## src/emb_pkg.sv

```systemverilog
// Shared constants and types of the external memory bus interface
package emb_pkg;
	localparam int unsigned  STATES_PER_MC  = 6;
	localparam int unsigned  STATES_PER_HALF = 3;
	localparam int unsigned  RESET_MC       = 2;
	localparam int unsigned  RESET_CYCLES   = RESET_MC * STATES_PER_MC;
	localparam logic [2:0]   ST_FIRST       = 3'h0;
	localparam logic [2:0]   ST_HALF2       = 3'h3;
	localparam logic [2:0]   ST_STROBE_LAST = 3'h4;
	localparam logic [2:0]   ST_LAST        = 3'h5;
	localparam logic [1:0]   POS_ALE        = 2'h0;
	localparam logic [1:0]   POS_LAST       = 2'h2;
	localparam logic [15:0]  INT_CODE_TOP   = 16'h7fff;
	localparam logic [15:0]  PC_RESET       = 16'h0000;
	localparam logic [15:0]  PC_STEP        = 16'h0001;
	localparam logic         LATCH_DIS_RESET = 1'b0;

	typedef enum logic {
		EMB_CYC_FETCH,
		EMB_CYC_DATA
	} emb_cycle_t;
endpackage

```

## src/emb_bus_if.sv

```systemverilog
// External program and data memory bus interface
// Function
// - Reset pin high two machine cycles resets
// - Store strobe every three states, skipped for data
// - Store strobe stays high for internal code
// - Latch strobe every three states, once per data cycle
// - Disable bit stops latch strobe, internal code
// - Program counter below 8000 fetches internally
// - Program counter above 7fff fetches externally
// - Upper port drives address high byte
// - Indirect register access shows upper latch, weak
// - Lower port multiplexes address then data
// - Idle lower port bit with one floats
// - Read strobe gates external data on bus
// - Sixteen bit program counter selects fetch source
// - Machine cycle is six one-clock states
// - Data move skips second cycle code fetches
`timescale 1ns/100ps
module emb_bus_if #(
	parameter int unsigned RESET_HOLD = emb_pkg::RESET_CYCLES
) (
	// Clock and reset
	input  wire logic        clk,
	input  wire logic        rst_n,
	input  wire logic        reset_pin,
	output logic             reset_active,
	// Configuration
	input  wire logic        external_access_pin,
	input  wire logic        latch_strobe_disable,
	input  wire logic        latch_strobe_disable_we,
	output logic             latch_strobe_disable_q,
	// Program counter and fetch
	input  wire logic        pc_load,
	input  wire logic [15:0] pc_load_value,
	input  wire logic        pc_keep,
	output logic [15:0]      program_counter,
	output logic             fetch_valid,
	output logic             fetch_external,
	output logic [7:0]       fetch_data,
	// On-chip code memory
	output logic [14:0]      rom_addr,
	input  wire logic [7:0]  rom_rdata,
	// External data move request
	input  wire logic        xdm_req,
	input  wire logic        xdm_write,
	input  wire logic        xdm_use_data_pointer,
	input  wire logic [15:0] xdm_addr,
	input  wire logic [7:0]  xdm_wdata,
	output logic             xdm_ack,
	output logic [7:0]       xdm_rdata,
	// Port latches
	input  wire logic [7:0]  upper_port_latch,
	input  wire logic [7:0]  lower_port_latch,
	// Bus pins
	output logic             address_latch_strobe,
	output logic             program_store_strobe_n,
	output logic             read_strobe_n,
	output logic             write_strobe_n,
	output logic [7:0]       lower_bus_out,
	output logic [7:0]       lower_bus_oe,
	input  wire logic [7:0]  lower_bus_in,
	output logic [7:0]       upper_port_out,
	output logic             upper_port_strong
);
	import emb_pkg::*;

	if (RESET_HOLD < 1) begin : g_chk
		$error("RESET_HOLD must be at least one");
	end

	logic core_reset;

	emb_reset_filter #(
		.HOLD_CYCLES (RESET_HOLD)
	) u_rst (
		.clk        (clk),
		.rst_n      (rst_n),
		.reset_pin  (reset_pin),
		.core_reset (core_reset)
	);

	// Idle lower port: open drain, a one floats, a zero pulls low
	logic [7:0] idle_oe;
	for (genvar i = 0; i < 8; i++) begin : g_idle
		assign idle_oe[i] = ~lower_port_latch[i];
	end

	// Sequencer and bus state
	emb_cycle_t  cyc_q, cyc_d;
	logic [2:0]  st_q, st_d;
	logic [15:0] pc_q, pc_d;
	logic [15:0] addr_q, addr_d;
	logic        ext_q, ext_d;
	logic        xw_q, xw_d;
	logic        xwide_q, xwide_d;
	logic [7:0]  xwd_q, xwd_d;
	logic        dis_q, dis_d;
	// Registered outputs
	logic        ale_q, ale_d;
	logic        program_store_strobe_n_q, program_store_strobe_n_d;
	logic        rd_n_q, rd_n_d;
	logic        wr_n_q, wr_n_d;
	logic [7:0]  lo_out_q, lo_out_d;
	logic [7:0]  lo_oe_q, lo_oe_d;
	logic [7:0]  hi_out_q, hi_out_d;
	logic        hi_str_q, hi_str_d;
	logic        fv_q, fv_d;
	logic        fext_q, fext_d;
	logic [7:0]  fdat_q, fdat_d;
	logic        ack_q, ack_d;
	logic [7:0]  rdat_q, rdat_d;
	logic [1:0]  pos;
	logic        fetch_end;

	always_comb begin
		cyc_d    = cyc_q;
		st_d     = (st_q == ST_LAST) ? ST_FIRST : st_q + 3'h1;
		pc_d     = pc_q;
		addr_d   = addr_q;
		ext_d    = ext_q;
		xw_d     = xw_q;
		xwide_d  = xwide_q;
		xwd_d    = xwd_q;
		dis_d    = latch_strobe_disable_we ? latch_strobe_disable : dis_q;
		fv_d     = 1'b0;
		fext_d   = fext_q;
		fdat_d   = fdat_q;
		ack_d    = 1'b0;
		rdat_d   = rdat_q;
		ale_d    = 1'b0;
		program_store_strobe_n_d = 1'b1;
		rd_n_d   = 1'b1;
		wr_n_d   = 1'b1;
		lo_out_d = '0;
		lo_oe_d  = idle_oe;
		hi_out_d = upper_port_latch;
		hi_str_d = 1'b0;
		pos      = POS_ALE;

		// Fetch completes at the last state of each half cycle
		fetch_end = (cyc_q == EMB_CYC_FETCH) && (st_q == 3'(POS_LAST) || st_q == ST_LAST);
		if (fetch_end) begin
			fv_d   = 1'b1;
			fext_d = ext_q;
			fdat_d = ext_q ? lower_bus_in : rom_rdata;
			if (pc_keep) begin
				pc_d = pc_q + PC_STEP;
			end
		end
		if (pc_load) begin
			pc_d = pc_load_value;
		end

		// Data cycle read data and completion
		if (cyc_q == EMB_CYC_DATA && st_q == ST_STROBE_LAST) begin
			ack_d = 1'b1;
			if (!xw_q) begin
				rdat_d = lower_bus_in;
			end
		end

		// A data move takes over the whole next machine cycle
		if (st_q == ST_LAST) begin
			if (cyc_q == EMB_CYC_FETCH && xdm_req) begin
				cyc_d   = EMB_CYC_DATA;
				addr_d  = xdm_addr;
				xw_d    = xdm_write;
				xwide_d = xdm_use_data_pointer;
				xwd_d   = xdm_wdata;
			end else begin
				cyc_d = EMB_CYC_FETCH;
			end
		end

		// Source of a fetch is chosen from the counter it will use
		if (cyc_d == EMB_CYC_FETCH && (st_d == ST_FIRST || st_d == ST_HALF2)) begin
			addr_d = pc_d;
			ext_d  = pc_d > INT_CODE_TOP;
		end

		if (cyc_d == EMB_CYC_FETCH) begin
			pos = (st_d >= ST_HALF2) ? 2'(st_d - ST_HALF2) : 2'(st_d);
			// Disable bit is honoured only for internal code
			ale_d = (pos == POS_ALE) && (ext_d || !dis_d);
			if (ext_d) begin
				program_store_strobe_n_d = (pos == POS_ALE);
				hi_out_d = addr_d[15:8];
				hi_str_d = 1'b1;
				if (pos == POS_ALE) begin
					lo_out_d = addr_d[7:0];
					lo_oe_d  = 8'hff;
				end else begin
					lo_oe_d = 8'h00;
				end
			end else begin
				program_store_strobe_n_d = 1'b1;
			end
		end else begin
			// One latch strobe for the data address, none for code
			ale_d = (st_d == ST_FIRST);
			if (xwide_d) begin
				hi_out_d = addr_d[15:8];
				hi_str_d = 1'b1;
			end else begin
				hi_out_d = upper_port_latch;
				hi_str_d = 1'b0;
			end
			if (st_d == ST_FIRST) begin
				lo_out_d = addr_d[7:0];
				lo_oe_d  = 8'hff;
			end else if (st_d <= ST_STROBE_LAST) begin
				rd_n_d   = xw_d;
				wr_n_d   = !xw_d;
				lo_out_d = xw_d ? xwd_d : 8'h00;
				lo_oe_d  = xw_d ? 8'hff : 8'h00;
			end else begin
				lo_oe_d = 8'h00;
			end
		end

		// Parked as a data tail so release never reports a fetch
		if (core_reset) begin
			cyc_d    = EMB_CYC_DATA;
			st_d     = ST_LAST;
			pc_d     = PC_RESET;
			addr_d   = PC_RESET;
			ext_d    = 1'b0;
			dis_d    = LATCH_DIS_RESET;
			fv_d     = 1'b0;
			ack_d    = 1'b0;
			ale_d    = 1'b0;
			program_store_strobe_n_d = 1'b1;
			rd_n_d   = 1'b1;
			wr_n_d   = 1'b1;
			lo_out_d = '0;
			lo_oe_d  = idle_oe;
			hi_out_d = upper_port_latch;
			hi_str_d = 1'b0;
		end
	end

	always_ff @(posedge clk or negedge rst_n) begin
		if (!rst_n) begin
			cyc_q    <= EMB_CYC_DATA;
			st_q     <= ST_LAST;
			pc_q     <= PC_RESET;
			addr_q   <= PC_RESET;
			ext_q    <= 1'b0;
			xw_q     <= 1'b0;
			xwide_q  <= 1'b0;
			xwd_q    <= '0;
			dis_q    <= LATCH_DIS_RESET;
			fv_q     <= 1'b0;
			fext_q   <= 1'b0;
			fdat_q   <= '0;
			ack_q    <= 1'b0;
			rdat_q   <= '0;
			ale_q    <= 1'b0;
			program_store_strobe_n_q <= 1'b1;
			rd_n_q   <= 1'b1;
			wr_n_q   <= 1'b1;
			lo_out_q <= '0;
			lo_oe_q  <= '0;
			hi_out_q <= '0;
			hi_str_q <= 1'b0;
		end else begin
			cyc_q    <= cyc_d;
			st_q     <= st_d;
			pc_q     <= pc_d;
			addr_q   <= addr_d;
			ext_q    <= ext_d;
			xw_q     <= xw_d;
			xwide_q  <= xwide_d;
			xwd_q    <= xwd_d;
			dis_q    <= dis_d;
			fv_q     <= fv_d;
			fext_q   <= fext_d;
			fdat_q   <= fdat_d;
			ack_q    <= ack_d;
			rdat_q   <= rdat_d;
			ale_q    <= ale_d;
			program_store_strobe_n_q <= program_store_strobe_n_d;
			rd_n_q   <= rd_n_d;
			wr_n_q   <= wr_n_d;
			lo_out_q <= lo_out_d;
			lo_oe_q  <= lo_oe_d;
			hi_out_q <= hi_out_d;
			hi_str_q <= hi_str_d;
		end
	end

	// The access pin is assumed high; low would be undefined on this part
	logic ea_unused;
	assign ea_unused = external_access_pin;

	assign reset_active           = core_reset;
	assign latch_strobe_disable_q = dis_q;
	assign program_counter        = pc_q;
	assign fetch_valid            = fv_q;
	assign fetch_external         = fext_q;
	assign fetch_data             = fdat_q;
	assign rom_addr               = addr_q[14:0];
	assign xdm_ack                = ack_q;
	assign xdm_rdata              = rdat_q;
	assign address_latch_strobe   = ale_q;
	assign program_store_strobe_n = program_store_strobe_n_q;
	assign read_strobe_n          = rd_n_q;
	assign write_strobe_n         = wr_n_q;
	assign lower_bus_out          = lo_out_q;
	assign lower_bus_oe           = lo_oe_q;
	assign upper_port_out         = hi_out_q;
	assign upper_port_strong      = hi_str_q;
endmodule

```

## src/emb_reset_filter.sv

```systemverilog
// Reset pin synchroniser and two machine cycle qualifier
`timescale 1ns/100ps
module emb_reset_filter #(
	parameter int unsigned HOLD_CYCLES = emb_pkg::RESET_CYCLES
) (
	// Clock and reset
	input  wire logic clk,
	input  wire logic rst_n,
	// Reset pin and qualified reset
	input  wire logic reset_pin,
	output logic      core_reset
);
	import emb_pkg::*;

	localparam int unsigned CW = $clog2(HOLD_CYCLES + 1);
	localparam logic [CW-1:0] HOLD_TOP  = CW'(HOLD_CYCLES);
	localparam logic [CW-1:0] HOLD_LAST = CW'(HOLD_CYCLES - 1);
	localparam logic [CW-1:0] CNT_ONE   = CW'(1);

	if (HOLD_CYCLES < 1) begin : g_chk
		$error("HOLD_CYCLES must be at least one");
	end

	logic          sync1_q;
	logic          sync2_q;
	logic [CW-1:0] cnt_q;
	logic [CW-1:0] cnt_d;
	logic          rst_q;
	logic          rst_d;

	// Held high after power-up only until the first clock, as the synchroniser resets low
	always_comb begin
		cnt_d = cnt_q;
		rst_d = rst_q;
		if (!sync2_q) begin
			cnt_d = '0;
			rst_d = 1'b0;
		end else begin
			// Count saturates so a long pulse keeps the reset held
			if (cnt_q != HOLD_TOP) begin
				cnt_d = cnt_q + CNT_ONE;
			end
			// The sample that completes the hold asserts reset at once
			if (cnt_q >= HOLD_LAST) begin
				rst_d = 1'b1;
			end
		end
	end

	always_ff @(posedge clk or negedge rst_n) begin
		if (!rst_n) begin
			sync1_q <= 1'b0;
			sync2_q <= 1'b0;
			cnt_q   <= '0;
			rst_q   <= 1'b1;
		end else begin
			sync1_q <= reset_pin;
			sync2_q <= sync1_q;
			cnt_q   <= cnt_d;
			rst_q   <= rst_d;
		end
	end

	assign core_reset = rst_q;
endmodule
```

## config.mk

```make
export PLATFORM = sky130hd
export DESIGN_NAME = emb_bus_if
export DESIGN_NICKNAME = d
export VERILOG_FILES = /design/src/emb_pkg.sv /design/src/emb_bus_if.sv /design/src/emb_reset_filter.sv
export SDC_FILE = /design/constraint.sdc
export NUM_CORES = 1
export LEC_CHECK = 0
export ABC_AREA = 0
export BUFFER_PORTS_ARGS = -buffer_cell sky130_fd_sc_hd__buf_2
export CAP_MARGIN = 5
export CORE_AREA = 3 3 100 102
export DETAILED_ROUTE_END_ITERATION = 6
export DIE_AREA = 0 0 103 105
export MAX_ROUTING_LAYER = met4
export PLACE_DENSITY = 0.84
export SYNTH_ARGS = -nofsm -noshare
export SYNTH_HDL_FRONTEND = slang
export SYNTH_SLANG_ARGS = --single-unit
```

## constraint.sdc

```tcl
create_clock -name clk -period 4.2 [get_ports clk]
set_input_delay 0 -clock clk [delete_from_list [all_inputs] [get_ports clk]]
set_output_delay 0 -clock clk [all_outputs]
set_load 0.1 [all_outputs]
```

# After elaboration in Yosys (flattened, before gate mapping)
# Cells that the tools add are included.
[word_totals] inputBits=83 out_inout_bits=81 register_bits=103 elab_cells=133
[op_classes] n_mux=68 n_lt_le_gt_ge=4 reduce_logical=13 addsub=4 bitwise_logic=11 eq_ne=7
[op_table] operator="$mux 8" n=21
[op_table] operator="$mux 16" n=8
[op_table] operator="$mux 1" n=34
[op_table] operator="$add 16x1->16 const B" n=1
[op_table] operator="$gt 16x15->1 const B" n=1
[op_table] operator="$not 1->1" n=11
[op_table] operator="$mux 4" n=2
[op_table] operator="$eq 3x2->1 const B" n=2
[op_table] operator="$eq 3x3->1 const B" n=2
[op_table] operator="$mux 3" n=2
[op_table] operator="$logic_and 1x1->1" n=5
[op_table] operator="$add 4x1->4 const B" n=1
[op_table] operator="$ge 4x4->1 const B" n=1
[op_table] operator="$ne 2x2->1 const B" n=2
[op_table] operator="$ne 4x4->1 const B" n=1
[op_table] operator="$add 3x1->3 const B" n=1
[op_table] operator="$ge 3x2->1 const B" n=1
[op_table] operator="$le 3x3->1 const B" n=1
[op_table] operator="$logic_not 3->1" n=1
[op_table] operator="$logic_or 1x1->1" n=3
[op_table] operator="$logic_not 1->1" n=2
[op_table] operator="$logic_not 2->1" n=1
[op_table] operator="$mux 2" n=1
[op_table] operator="$reduce_and 2->1" n=1
[op_table] operator="$sub 2x2->2 const B" n=1

# Depth between registers and ports, before layout
# Gate-level depths: netlist (run 1).
[logic_depth] word_depth=11 ltp_mapped=9 depth_no_buf=7

# Modules after synthesis
# From an unflattened synthesis (run 1), not the netlist that was laid out.
[hier_totals] hier_cells=470 hier_area_um2=5176.2
[modules_own_cells] mod="emb_bus_if" area_each_um2=4855.9 seq_area_each_um2=2409.8 n_inst=1 cells_each=441
[modules_own_cells] mod="emb_reset_filter" area_each_um2=320.3 seq_area_each_um2=176.4 n_inst=1 cells_each=29

# Least setup slack after synthesis (run 1)
# Ideal clock, no wire load.
[synth_path] path_type="flip-flop to flip-flop" startpoint="register pc_q[6] (netlist: program_counter[6])" endpoint="register lo_oe_q[0] (netlist: lower_bus_oe[0])" stages_incl_launch_ff=8 arrival_time_ns=2.723 t_required_ns=4.051 path_buffers=1 synth_period_minus_slack_ns=2.872 slack_ns=1.328 setup_time_ns=0.149 cell_sequence="dfrtp_1 > nand4_1 > a2111o_1 > o21a_1 > o31a_1 > a21oi_2 > buf_4 > o22ai_1"
[synth_between] elab_chain_len=9
[synth_rtl] item="start: declaration" line_no="emb_bus_if.sv:91" text="logic [15:0] pc_q, pc_d;"
[synth_rtl] item="start signal: assignment" line_no="emb_bus_if.sv:269" text="pc_q <= pc_d;"
[synth_rtl] item="$add 16x1->16" line_no="emb_bus_if.sv:147" text="pc_d = pc_q + PC_STEP;"
[synth_rtl] item="$mux 16" line_no="emb_bus_if.sv:146" text="if (pc_keep) begin"
[synth_rtl] item="$mux 16 (*)" line_no="emb_bus_if.sv:142" text="if (fetch_end) begin"
[synth_rtl] item="$mux 16 (*)" line_no="emb_bus_if.sv:150" text="if (pc_load) begin"
[synth_rtl] item="$gt 16x15->1 (*)" line_no="emb_bus_if.sv:178" text="ext_d = pc_d > INT_CODE_TOP;"
[synth_rtl] item="$mux 1 (*)" line_no="emb_bus_if.sv:176" text="if (cyc_d == EMB_CYC_FETCH && (st_d == ST_FIRST || st_d == ST_HALF2)) begin"
[synth_rtl] item="$mux 8 (*)" line_no="emb_bus_if.sv:185" text="if (ext_d) begin"
[synth_rtl] item="$mux 8 (*)" line_no="emb_bus_if.sv:181" text="if (cyc_d == EMB_CYC_FETCH) begin"
[synth_rtl] item="$mux 8 (*)" line_no="emb_bus_if.sv:222" text="if (core_reset) begin"
[synth_rtl] item="net lo_oe_d[0]" line_no="emb_bus_if.sv:104" text="logic [7:0] lo_oe_q, lo_oe_d;"
[synth_rtl] item="end signal: assignment" line_no="emb_bus_if.sv:286" text="lo_oe_q <= lo_oe_d;"
[synth_rtl] item="end: declaration" line_no="emb_bus_if.sv:104"
# Mark *: on every way through the listed nets, which the timed path passes. The rest lies on a longest branch.
# A chain may end at the register's enable or synchronous reset.

# Final worst setup path (run 1)
[layout_path] startpoint="register st_q[2]" endpoint="register lo_oe_q[6] (netlist: lower_bus_oe[6])"
[layout_between] elab_chain_len=10 word_cells_on_any_way=29 cone_classes="add/sub (2); order compare (3); eq/ne (3); mux (14); bitwise (1); reduce/logical (6)"
[layout_rtl] item="start: declaration" line_no="emb_bus_if.sv:90" text="logic [2:0] st_q, st_d;"
[layout_rtl] item="start signal: assignment" line_no="emb_bus_if.sv:268" text="st_q <= st_d;"
[layout_rtl] item="$eq 3x2->1 / $eq 3x3->1 (equally long branches)" line_no="emb_bus_if.sv:141, emb_bus_if.sv:117, emb_bus_if.sv:163"
[layout_rtl] item="$logic_or 1x1->1" line_no="emb_bus_if.sv:141" text="fetch_end = (cyc_q == EMB_CYC_FETCH) && (st_q == 3'(POS_LAST) || st_q == ST_LAST);"
[layout_rtl] item="$logic_and 1x1->1" line_no="emb_bus_if.sv:141"
[layout_rtl] item="$mux 16" line_no="emb_bus_if.sv:142"
[layout_rtl] item="$mux 16" line_no="emb_bus_if.sv:150"
[layout_rtl] item="$gt 16x15->1" line_no="emb_bus_if.sv:178"
[layout_rtl] item="$mux 1" line_no="emb_bus_if.sv:176"
[layout_rtl] item="$mux 8" line_no="emb_bus_if.sv:185"
[layout_rtl] item="$mux 8 (*)" line_no="emb_bus_if.sv:181"
[layout_rtl] item="$mux 8 (*)" line_no="emb_bus_if.sv:222"
[layout_rtl] item="net lo_oe_d[6]" line_no="emb_bus_if.sv:104"
# Marks and branches as above.

==> metrics, run 1 <==
post-CTS sizing 0; prevailing post-synth register cell dfrtp_1; Startpoint Class flop; GP Congestion just over 0.8; Filler cells a little under 700; FF+latch count, synth between 100 and 150; Worst Tran Pin Value about 1.1 ns; Routed Antenna Nets 0; HPWL after DPL ~9000 um; warnings from Yosys 0; die height 105 um; register area share after synthesis 51.5%; # rows 35; CP max FO 16; min cycle time layout 3.28 ns; fin nets roughly 740; max_cap viols 0; period utilisation layout 78.0%; grt total ovfl 0; Hold Fails Final Rpt 0; vias in the first global route roughly 4,400; drt drc 0; clock insertion delay at the later pin of the skew report roughly 0.36 ns; antenna violations before repair 1; Pins Over Slew Limit 0; Clk pin slew, worst setup/hold paths 0.10 ns; async set-reset flop share out of synthesis 100%; Peak Freq 305 MHz; Synth Cell Area ~0.0050 mm^2; critical path's largest stage delay 0.65 ns; GRT Total Usage 25.5%; share of cells above drive strength 1 ~34%; via count about 4,300; first-pass GRT wire length roughly 21,000 um; worst hold path class input pin to flop; unrepaired setup endpoints after global routing false; IO Count 164; Worst Path Arrival ~3.5 ns; Post-synth EDFFs 0; die area approximately 0.011 mm^2; Final setup violation count 0; largest net degree at the start of global routing 64; initial drt markers 240; port bufs 162; Longest Clk Path Bufs 2; Core Box Area 0.00920 mm^2; Avg Cell Area, Syn approximately 11 um^2; Slew HR around 28%; crit path capture type flop; clock root buffer clkbuf_8; Gate Count Post-Synth 462; DR WL/cell 17.3 um; initial core utilization a little over half; clk sinks around 100; CTS buffer count 9; final clock skew approximately 0.0095 ns; count of cell types in the netlist 57; critical path, cell by cell nand4bb_1 -> a2111o_1 -> o21a_1 -> o31a_1 -> a21oi_2 -> o22ai_1; CTS H-tree depth 3; post-CTS setup buffer count 0; slowest cell on the critical path a21oi_2; sum of negative setup slack 0 ns; crit path kind flop to flop; CP Data Required Time around 4.4 ns; Vias/cell 5.58; Synth Net Count roughly 550; outcome finished clean; P&R area growth vs syn 30.5%; final WL between 10,000 and 15,000 um; DR pass1 iterations 4; CTS tree yes; die width between 100 and 150 um
cell families after synthesis:
group / count (synthesis) / synth area share, %
xor+xnor: 14 / 2.44
buf+inv: 54 / 5.33
compound gates: 91 / 13.0
fa+ha+maj: 3 / 0.748
simple gates: 130 / 12.9
mux: 67 / 14.1
flops: 103 / 51.5
critical path: cells and delay by family, from the launching register on:
family	cells	cell delay, ns
AND/OR/NAND/NOR	1	0.48
AO/OA/AOI/OAI	5	1.98
flip-flops	1	0.64
final cells by class:
cell class | instances | area (um^2) | area share, %
multi-input cells | 305 | 2170 | 33.2
clock inverters | 6 | 68.8 | 1.05
inverters | 16 | 60.1 | 0.917
well taps | 111 | 139 | 2.12
diodes | 1 | 2.50 | 0.0382
clock buffers | 10 | 128 | 1.95
flip-flops and latches | 103 | 2590 | 39.5
repair buffers | 221 | 1390 | 21.3
Yosys cell counts (all sizes together) (2+ instances only):
cell type	count	share of area [%]
a211oi	12	1.8
ha	3	0.75
nand2b	15	1.9
dfstp	7	3.7
nand3b	3	0.45
o21a	4	0.60
inv	15	1.1
and2	4	0.50
mux2i	37	7.4
a2111oi	4	0.72
o22ai	9	1.1
nand2	23	1.7
o221a	5	1.1
or3b	2	0.35
or3	2	0.25
o31ai	3	0.45
nand4	6	0.75
nand3	7	0.70
a221oi	4	0.70
o221ai	2	0.35
buf	22	2.9
nor2	46	3.4
o21ai	8	0.80
dfrtp	96	48
xnor2	6	1.0
a21oi	24	2.5
a31oi	3	0.37
clkbuf	16	1.2
a21boi	2	0.52
xor2	8	1.4
a21o	2	0.30
nor3	7	0.70
mux2	30	6.7
nor2b	10	1.2
timing repair:
action	4_1_cts	5_1_grt
hold buffers	55	0
endpoints found under the hold margin	112	0
setup endpoints to repair	0	0
cells in the final DEF, fill, tap and decap left out, types with 7 or more instances in the layout:
cell / instances
dfrtp_1: 96
dfstp_2: 7
o22ai_1: 9
dlygate4sd3_1: 55
inv_1: 15
nor2b_1: 10
nor2_1: 46
a21oi_1: 23
nand2b_1: 15
nand3_1: 7
mux2i_1: 37
xor2_1: 8
clkbuf_8: 9
nand2_1: 23
a211oi_1: 12
buf_2: 161
mux2_2: 24
state kept, by name, summed over array words and instances, names as in the netlist, 3 cells and up:
register         count
xwd_q                8
fetch_data           8
lower_bus_out        8
lower_bus_oe         8
addr_q              16
st_q                 3
program_counter     16
xdm_rdata            8
u_rst.cnt_q          4
upper_port_out       8
per-stage QoR:
| stage | instance area (um^2) | instances | setup WS, ns | hold slack (ns) | util (%) |
|---|---|---|---|---|---|
| after global placement | 5800 | 701 | 1.13 | 0.109 | 63.1 |
| after floorplan | 5020 | 462 | 1.33 | -0.296 | - |
| after detailed placement | 5800 | 701 | 0.936 | 0.118 | 63.1 |
| after global routing | 6550 | 773 | 0.730 | 0.0203 | 71.2 |
| after CTS | 6550 | 772 | 0.928 | 0.0000190 | 71.2 |
| final | 6550 | 773 | 0.923 | 0.00661 | 71.2 |
metal layers:
| metal | up-vias | global-route usage [%] | share of wire, % |
|---|---|---|---|
| li1 | 2018 | - | - |
| met1 | 2097 | 31.5 | 41 |
| met2 | 175 | 41.7 | 50 |
| met3 | 26 | 4.27 | 6.1 |
| met4 | 0 | 9.25 | 2.5 |
| met5 | - | - | 0 |
final timing paths:
kind                                         startpoint  cells after the start                              to  slack [ns]
worst max register to register        st_q[2]$_DFF_PN1_                      6       lower_bus_oe[6]$_DFF_PN0_        0.92
worst max-delay path                  st_q[2]$_DFF_PN1_                      6       lower_bus_oe[6]$_DFF_PN0_        0.92
worst min-delay path               latch_strobe_disable                      3  address_latch_strobe$_DFF_PN0_       0.007
worst min register to register  u_rst.sync1_q$_DFF_PN0_                      0         u_rst.sync2_q$_DFF_PN0_        0.39
max in group asynchronous                         rst_n                      3        write_strobe_n$_DFF_PN1_        2.91
min in group asynchronous                         rst_n                      2     upper_port_strong$_DFF_PN0_        0.25
Power of run 1 is not shown: default switching activity piles up to over one toggle a cycle in this logic, so the estimate is an artifact.
==> inputs of run 2 (changes only) <==
Settings changed: CORE_AREA 3 3 100 102 to 3 3 109 111, DIE_AREA 0 0 103 105 to 0 0 112 114, PLACE_DENSITY 0.84 to 0.75.
Clock period 4.2 ns to 3 ns, I/O delays scaled along.
==> run 2 against run 1 <==
Net effect:
- critical path depth did not move
- worst setup slack got worse by 0.66 ns
- wire length rose by 3.0%
- first-iteration DRC count fell by 5.8%
- sequential cell count did not move
- cell area rose by 3.3%
- clock-buffer cell count fell by 1
- global-route usage fell by 2.7 points
- critical endpoint is now upper_port_out[6]$_DFF_PN0_
==> metrics, run 2 (synthesis results as in run 1) <==
first-pass GRT wire length 22,700 um (+7.5%); Hold Fails Final Rpt 0 (unchanged); CTS buffer count 9 (unchanged); Longest Clk Path Bufs 2 (unchanged); antenna violations before repair 0 (-1); HPWL after DPL 9510 um (+5.6%); clk sinks 103 (unchanged); Final setup violation count 0 (unchanged); most frequent cells in the layout buf_2, dfrtp_1, dlygate4sd3_1; drt drc 0 (unchanged); CP endpoint upper_port_out[6]$_DFF_PN0_; CP max FO 10 (-6); # rows 38 (+8.6%); initial drt markers 226 (-5.8%); Critical R2R Launch st_q[1]$_DFF_PN0_; Worst Reg-to-Reg Cells 6 (unchanged); die area 0.0128 mm^2 (+18%); Worst Path Arrival 2.99 ns (-0.49 ns); Vias/cell 5.29 (-5.2%); via count 4,317 (+0.023%); final clock skew 0.0112 ns (+0.00176 ns); grt total ovfl 0 (unchanged); final WL 13,800 um (+3.0%); sum of negative setup slack 0 ns (unchanged); Worst R2R Setup Slack 0.26 ns (-0.66 ns); crit path kind flop to flop; most common cell after layout, fill and taps aside buf_2; hold depth 5 (+2); GRT Total Usage 22.8% (-2.7 points); Routed Antenna Nets 0 (unchanged); share of cells above drive strength 1 34.8% (+0.93 points); largest net degree at the start of global routing 67 (+4.7%); FF-to-FF End upper_port_out[6]$_DFF_PN0_; Peak Freq 365 MHz (+20%); WP buf/inv 0 (unchanged); critical path's largest stage delay 0.52 ns (-0.13 ns); DR WL/cell 16.9 um (-2.4%); clock insertion delay at the later pin of the skew report 0.37 ns (about the same); fin nets 756 (+1.9%); Slew HR 44.1% (+16 points); Startpoint Class flop; CTS H-tree depth 3 (unchanged); critical path, cell by cell or4b_1 -> a2111o_1 -> nor3_1 -> o21ai_1 -> a21boi_4 -> mux2_1; cell class contributing the biggest share of worst-path delay compound AO/OA/AOI/OAI gates; port bufs 162 (unchanged); Filler cells 880 (+31%); IO Count 164 (unchanged); Worst Tran Pin Value 0.839 ns (-0.232 ns); period utilisation layout 91.3% (+13 points); Util after Layout 62.2% (-9.1 points); die height 114 um (+8.6%); initial core utilization 46.1% (-8.5 points); vias in the first global route 4,646 (+5.7%); Crit path depth 6 (unchanged); CP startpoint st_q[1]$_DFF_PN0_; Core Box Area 0.0109 mm^2 (+18%); P&R area growth vs syn 34.8%; max_cap viols 0 (unchanged); DR pass1 iterations 5 (+1); CTS tree yes; GP Congestion 0.883 (+6.5%); min cycle time layout 2.74 ns (-0.538 ns); CP Data Required Time 3.25 ns (-1.15 ns); slowest cell on the critical path dfrtp_1; Clk pin slew, worst setup/hold paths 0.10 ns (about the same); crit path capture type flop; Pins Over Slew Limit 0 (unchanged); clock root buffer clkbuf_8; outcome finished clean; die width 112 um (+8.7%); unrepaired setup endpoints after global routing false; worst hold path class input pin to flop
run 2: cell count changes in the layout (fill, tap and decap cells not counted):
| cell | change |
|---|---|
| buf_4 | +8 |
| dlygate4sd3_1 | +5 |
| bufinv_16 | +2 |
| a2111oi_1 | -1 |
| a2111oi_2 | +1 |
| buf_12 | +1 |
| clkbuf_1 | -1 |
| clkinv_4 | -1 |
| clkinvlp_4 | +1 |
| inv_6 | -1 |
run 2: layer usage:
layer / vias up / global-route usage [%] / wire [um]
li1: 2038 / - / -
met1: 2086 / 28.2 / 5880
met2: 173 / 38.0 / 6790
met3: 20 / 4.51 / 888
met4: 0 / 7.29 / 247
met5: - / - / 0
run 2: metrics by stage:
stage          worst slack, ns  cell area [um^2]  hold slack, ns  instances
2_1_floorplan            0.128              5020          -0.296        462
3_3_place_gp             0.263              5920           0.108        739
3_5_place_dp             0.187              5920           0.111        739
4_1_cts                  0.166              6760          0.0166        815
5_1_grt                 0.0606              6770          0.0330        815
6_report                 0.261              6770          0.0190        816
run 2: area by class of cell:
| cell class | instances | area [um^2] | share of cell area (%) |
|---|---|---|---|
| well taps | 140 | 175 | 2.59 |
| flip-flops and latches | 103 | 2590 | 38.2 |
| diodes | 1 | 2.50 | 0.0370 |
| repair buffers | 235 | 1520 | 22.5 |
| clock buffers | 9 | 124 | 1.83 |
| clock inverters | 7 | 119 | 1.76 |
| inverters | 16 | 60.1 | 0.887 |
| multi-input cells | 305 | 2180 | 32.2 |
run 2: worst min-delay path by stage:
stage / from / to / slack [ns]
global route: latch_strobe_disable_we / latch_strobe_disable_q$_DFF_PN0_ / 0.03
CTS: latch_strobe_disable_we / latch_strobe_disable_q$_DFF_PN0_ / 0.02
finish: xdm_addr[12] / addr_q[12]$_DFF_PN0_ / 0.02
global placement: reset_pin / u_rst.sync1_q$_DFF_PN0_ / 0.11
floorplan: rst_n / addr_q[0]$_DFF_PN0_ / -0.30
detailed placement: reset_pin / u_rst.sync1_q$_DFF_PN0_ / 0.11
run 2: tightest hold or removal path: stages:
cell	delay, ns
buf_2	0.08
mux2i_1	0.06
nand2_1	0.06
o31ai_1	0.07
nor2_1	0.08
run 2: repair_timing:
item / 4_1_cts / 5_1_grt
hold buffers: 60 / 0
endpoints found under the setup margin: 0 / 2
endpoints found under the hold margin: 123 / 0
setup buffers: 0 / 0
gates resized for setup: 0 / 1
Power of run 2 is left out for the same reason.
==> inputs of run 3 (changes only) <==
Settings changed: CORE_AREA 3 3 109 111 to 2 2 108 110, DIE_AREA 0 0 112 114 to 0 0 110 112, PLACE_DENSITY 0.75 to 0.79.
==> run 3 against run 2 <==
Net effect:
- via count fell by 0.44%
- worst hold slack got worse by 0.0041 ns
- global-route usage grew 0.53 points
- worst setup slack got worse by 0.044 ns
- first-iteration DRC count shrank 16%
- die area fell by 3.5%
- clock skew up 0.0030 ns
- fmax shrank 1.6%
- register-to-register slack got worse by 0.04 ns
- wire length shrank 2.3%
- non-clock buffer count down 8
- critical path depth stayed put
==> metrics, run 3 (synthesis results as in run 1) <==
Longest Clk Path Bufs 2 (unchanged); port bufs 162 (unchanged); clk sinks 103 (unchanged); outcome finished clean; vias in the first global route 4,479 (-3.6%); post-CTS sizing 0 (unchanged); first-pass GRT wire length 21,400 um (-5.8%); crit path kind flop to flop; CP max FO 10 (unchanged); GRT Total Usage 23.3% (+0.53 points); Core Box Area 0.0112 mm^2 (+2.6%); Worst Path Arrival 2.97 ns (-0.02 ns); CP Data Required Time 3.19 ns (-0.06 ns); Worst Reg-to-Reg Cells 6 (unchanged); IO Count 164 (unchanged); Critical R2R Launch st_q[1]$_DFF_PN0_; sum of negative setup slack 0 ns (unchanged); crit path capture type flop; CTS tree yes; Final setup violation count 0 (unchanged); grt total ovfl 0 (unchanged); critical path's largest stage delay 0.60 ns (+0.08 ns); drt drc 0 (unchanged); Slew HR 44.0% (-0.14 points); DP Cell Count 742 (+0.41%); Worst R2R Setup Slack 0.22 ns (-0.04 ns); cell class contributing the biggest share of worst-path delay compound AO/OA/AOI/OAI gates; critical path, cell by cell or4b_1 -> a2111o_1 -> nor3_1 -> o21ai_1 -> a21oi_1 -> o22ai_1; initial drt markers 189 (-16%); Startpoint Class flop; DR WL/cell 16.6 um (-1.7%); Routed Antenna Nets 0 (unchanged); worst hold path class input pin to flop; Filler cells 928 (+5.5%); # rows 39 (+2.6%); final WL 13,500 um (-2.3%); post-route non-filler standard cell count 811 (-0.61%); share of cells above drive strength 1 34.8% (about the same); CP endpoint lower_bus_oe[7]$_DFF_PN0_; Vias/cell 5.30 (+0.17%); most common cell after layout, fill and taps aside buf_2; WHS 0.0150 ns (-0.00405 ns); period utilisation layout 92.7% (+1.5 points); clock root buffer clkbuf_16; max_cap viols 0 (unchanged); Crit path depth 6 (unchanged); antenna violations before repair 1 (+1); FF-to-FF End lower_bus_oe[7]$_DFF_PN0_; Worst Tran Pin Value 0.841 ns (+0.00211 ns); CP startpoint st_q[1]$_DFF_PN0_; Peak Freq 359 MHz (-1.6%); slowest cell on the critical path a21oi_1; unrepaired setup endpoints after global routing false; die area 0.0123 mm^2 (-3.5%); fin nets 748 (-1.1%); Clk pin slew, worst setup/hold paths 0.08 ns (-0.02 ns); final clock skew 0.0142 ns (+0.00296 ns); DR pass1 iterations 4 (-1); Hold Fails Final Rpt 0 (unchanged); Pins Over Slew Limit 0 (unchanged); initial core utilization 44.9% (-1.2 points); clock insertion delay at the later pin of the skew report 0.35 ns (-0.02 ns); WP buf/inv 0 (unchanged); die height 112 um (-1.8%); CTS buffer count 9 (unchanged); CTS H-tree depth 3 (unchanged); hold_sp pc_load_value[7]; HPWL after DPL 9550 um (+0.45%); most frequent cells in the layout buf_2, dfrtp_1, dlygate4sd3_1; hold depth 4 (-1); largest net degree at the start of global routing 71 (+6.0%); GP Congestion 0.906 (+2.6%); via count 4,298 (-0.44%); die width 110 um (-1.8%); min cycle time layout 2.78 ns (+0.0436 ns); P&R area growth vs syn 34.1%
[run 3: cell types whose count changed in the layout (fill, tap and decap cells not counted), sizes merged]
cell and change:
dlygate4sd3 -8, clkbuf +3, bufinv -2, clkinv -1
[run 3: how the worst min path moves through the flow]
| stage | slack, ns | endpoint |
|---|---|---|
| after detailed placement | 0.11 | u_rst.sync1_q$_DFF_PN0_ |
| after CTS | 0.001 | program_counter[7]$_DFF_PN0_ |
| after global routing | 0.03 | program_counter[6]$_DFF_PN0_ |
| after floorplan | -0.30 | addr_q[0]$_DFF_PN0_ |
| final | 0.01 | program_counter[7]$_DFF_PN0_ |
| after global placement | 0.11 | u_rst.sync1_q$_DFF_PN0_ |
[run 3: layout make-up]
type | instances | area, um^2 | share of cell area [%]
well taps | 143 | 179 | 2.66
multi-input cells | 305 | 2170 | 32.3
clock buffers | 12 | 246 | 3.66
flip-flops and latches | 103 | 2590 | 38.4
clock inverters | 4 | 53.8 | 0.799
diodes | 1 | 2.50 | 0.0372
inverters | 16 | 60.1 | 0.892
repair buffers | 227 | 1430 | 21.3
[run 3: stage by stage]
stage               cell area (um^2)  worst slack (ns)  utilization (%)
global placement                5910             0.261             52.9
finish                          6730             0.218             60.2
CTS                             6730             0.182             60.2
detailed placement              5910             0.231             52.9
floorplan                       5020             0.128                -
global route                    6730            0.0268             60.2
[run 3: worst register-to-register path, stage by stage (launching register included)]
cell and delay, ns:
dfrtp_1 0.50, or4b_1 0.51, a2111o_1 0.40, nor3_1 0.25, o21ai_1 0.16, a21oi_1 0.60, o22ai_1 0.19
[run 3: layer usage]
layer  vias up  track usage [%]  part of all wire (%)
met5         -                -                     0
met4         0             10.5                   3.1
met3        32             3.86                   5.9
met2       155             37.7                    50
met1      2079             28.3                    41
li1       2032                -                     -
[run 3: what timing repair did]
action                                  in CTS  in global routing
hold endpoints to repair                   114                  0
endpoints found under the setup margin       0                  0
hold buffers                                52                  0
setup buffers                                0                  0
Power of run 3 is left out for the same reason.
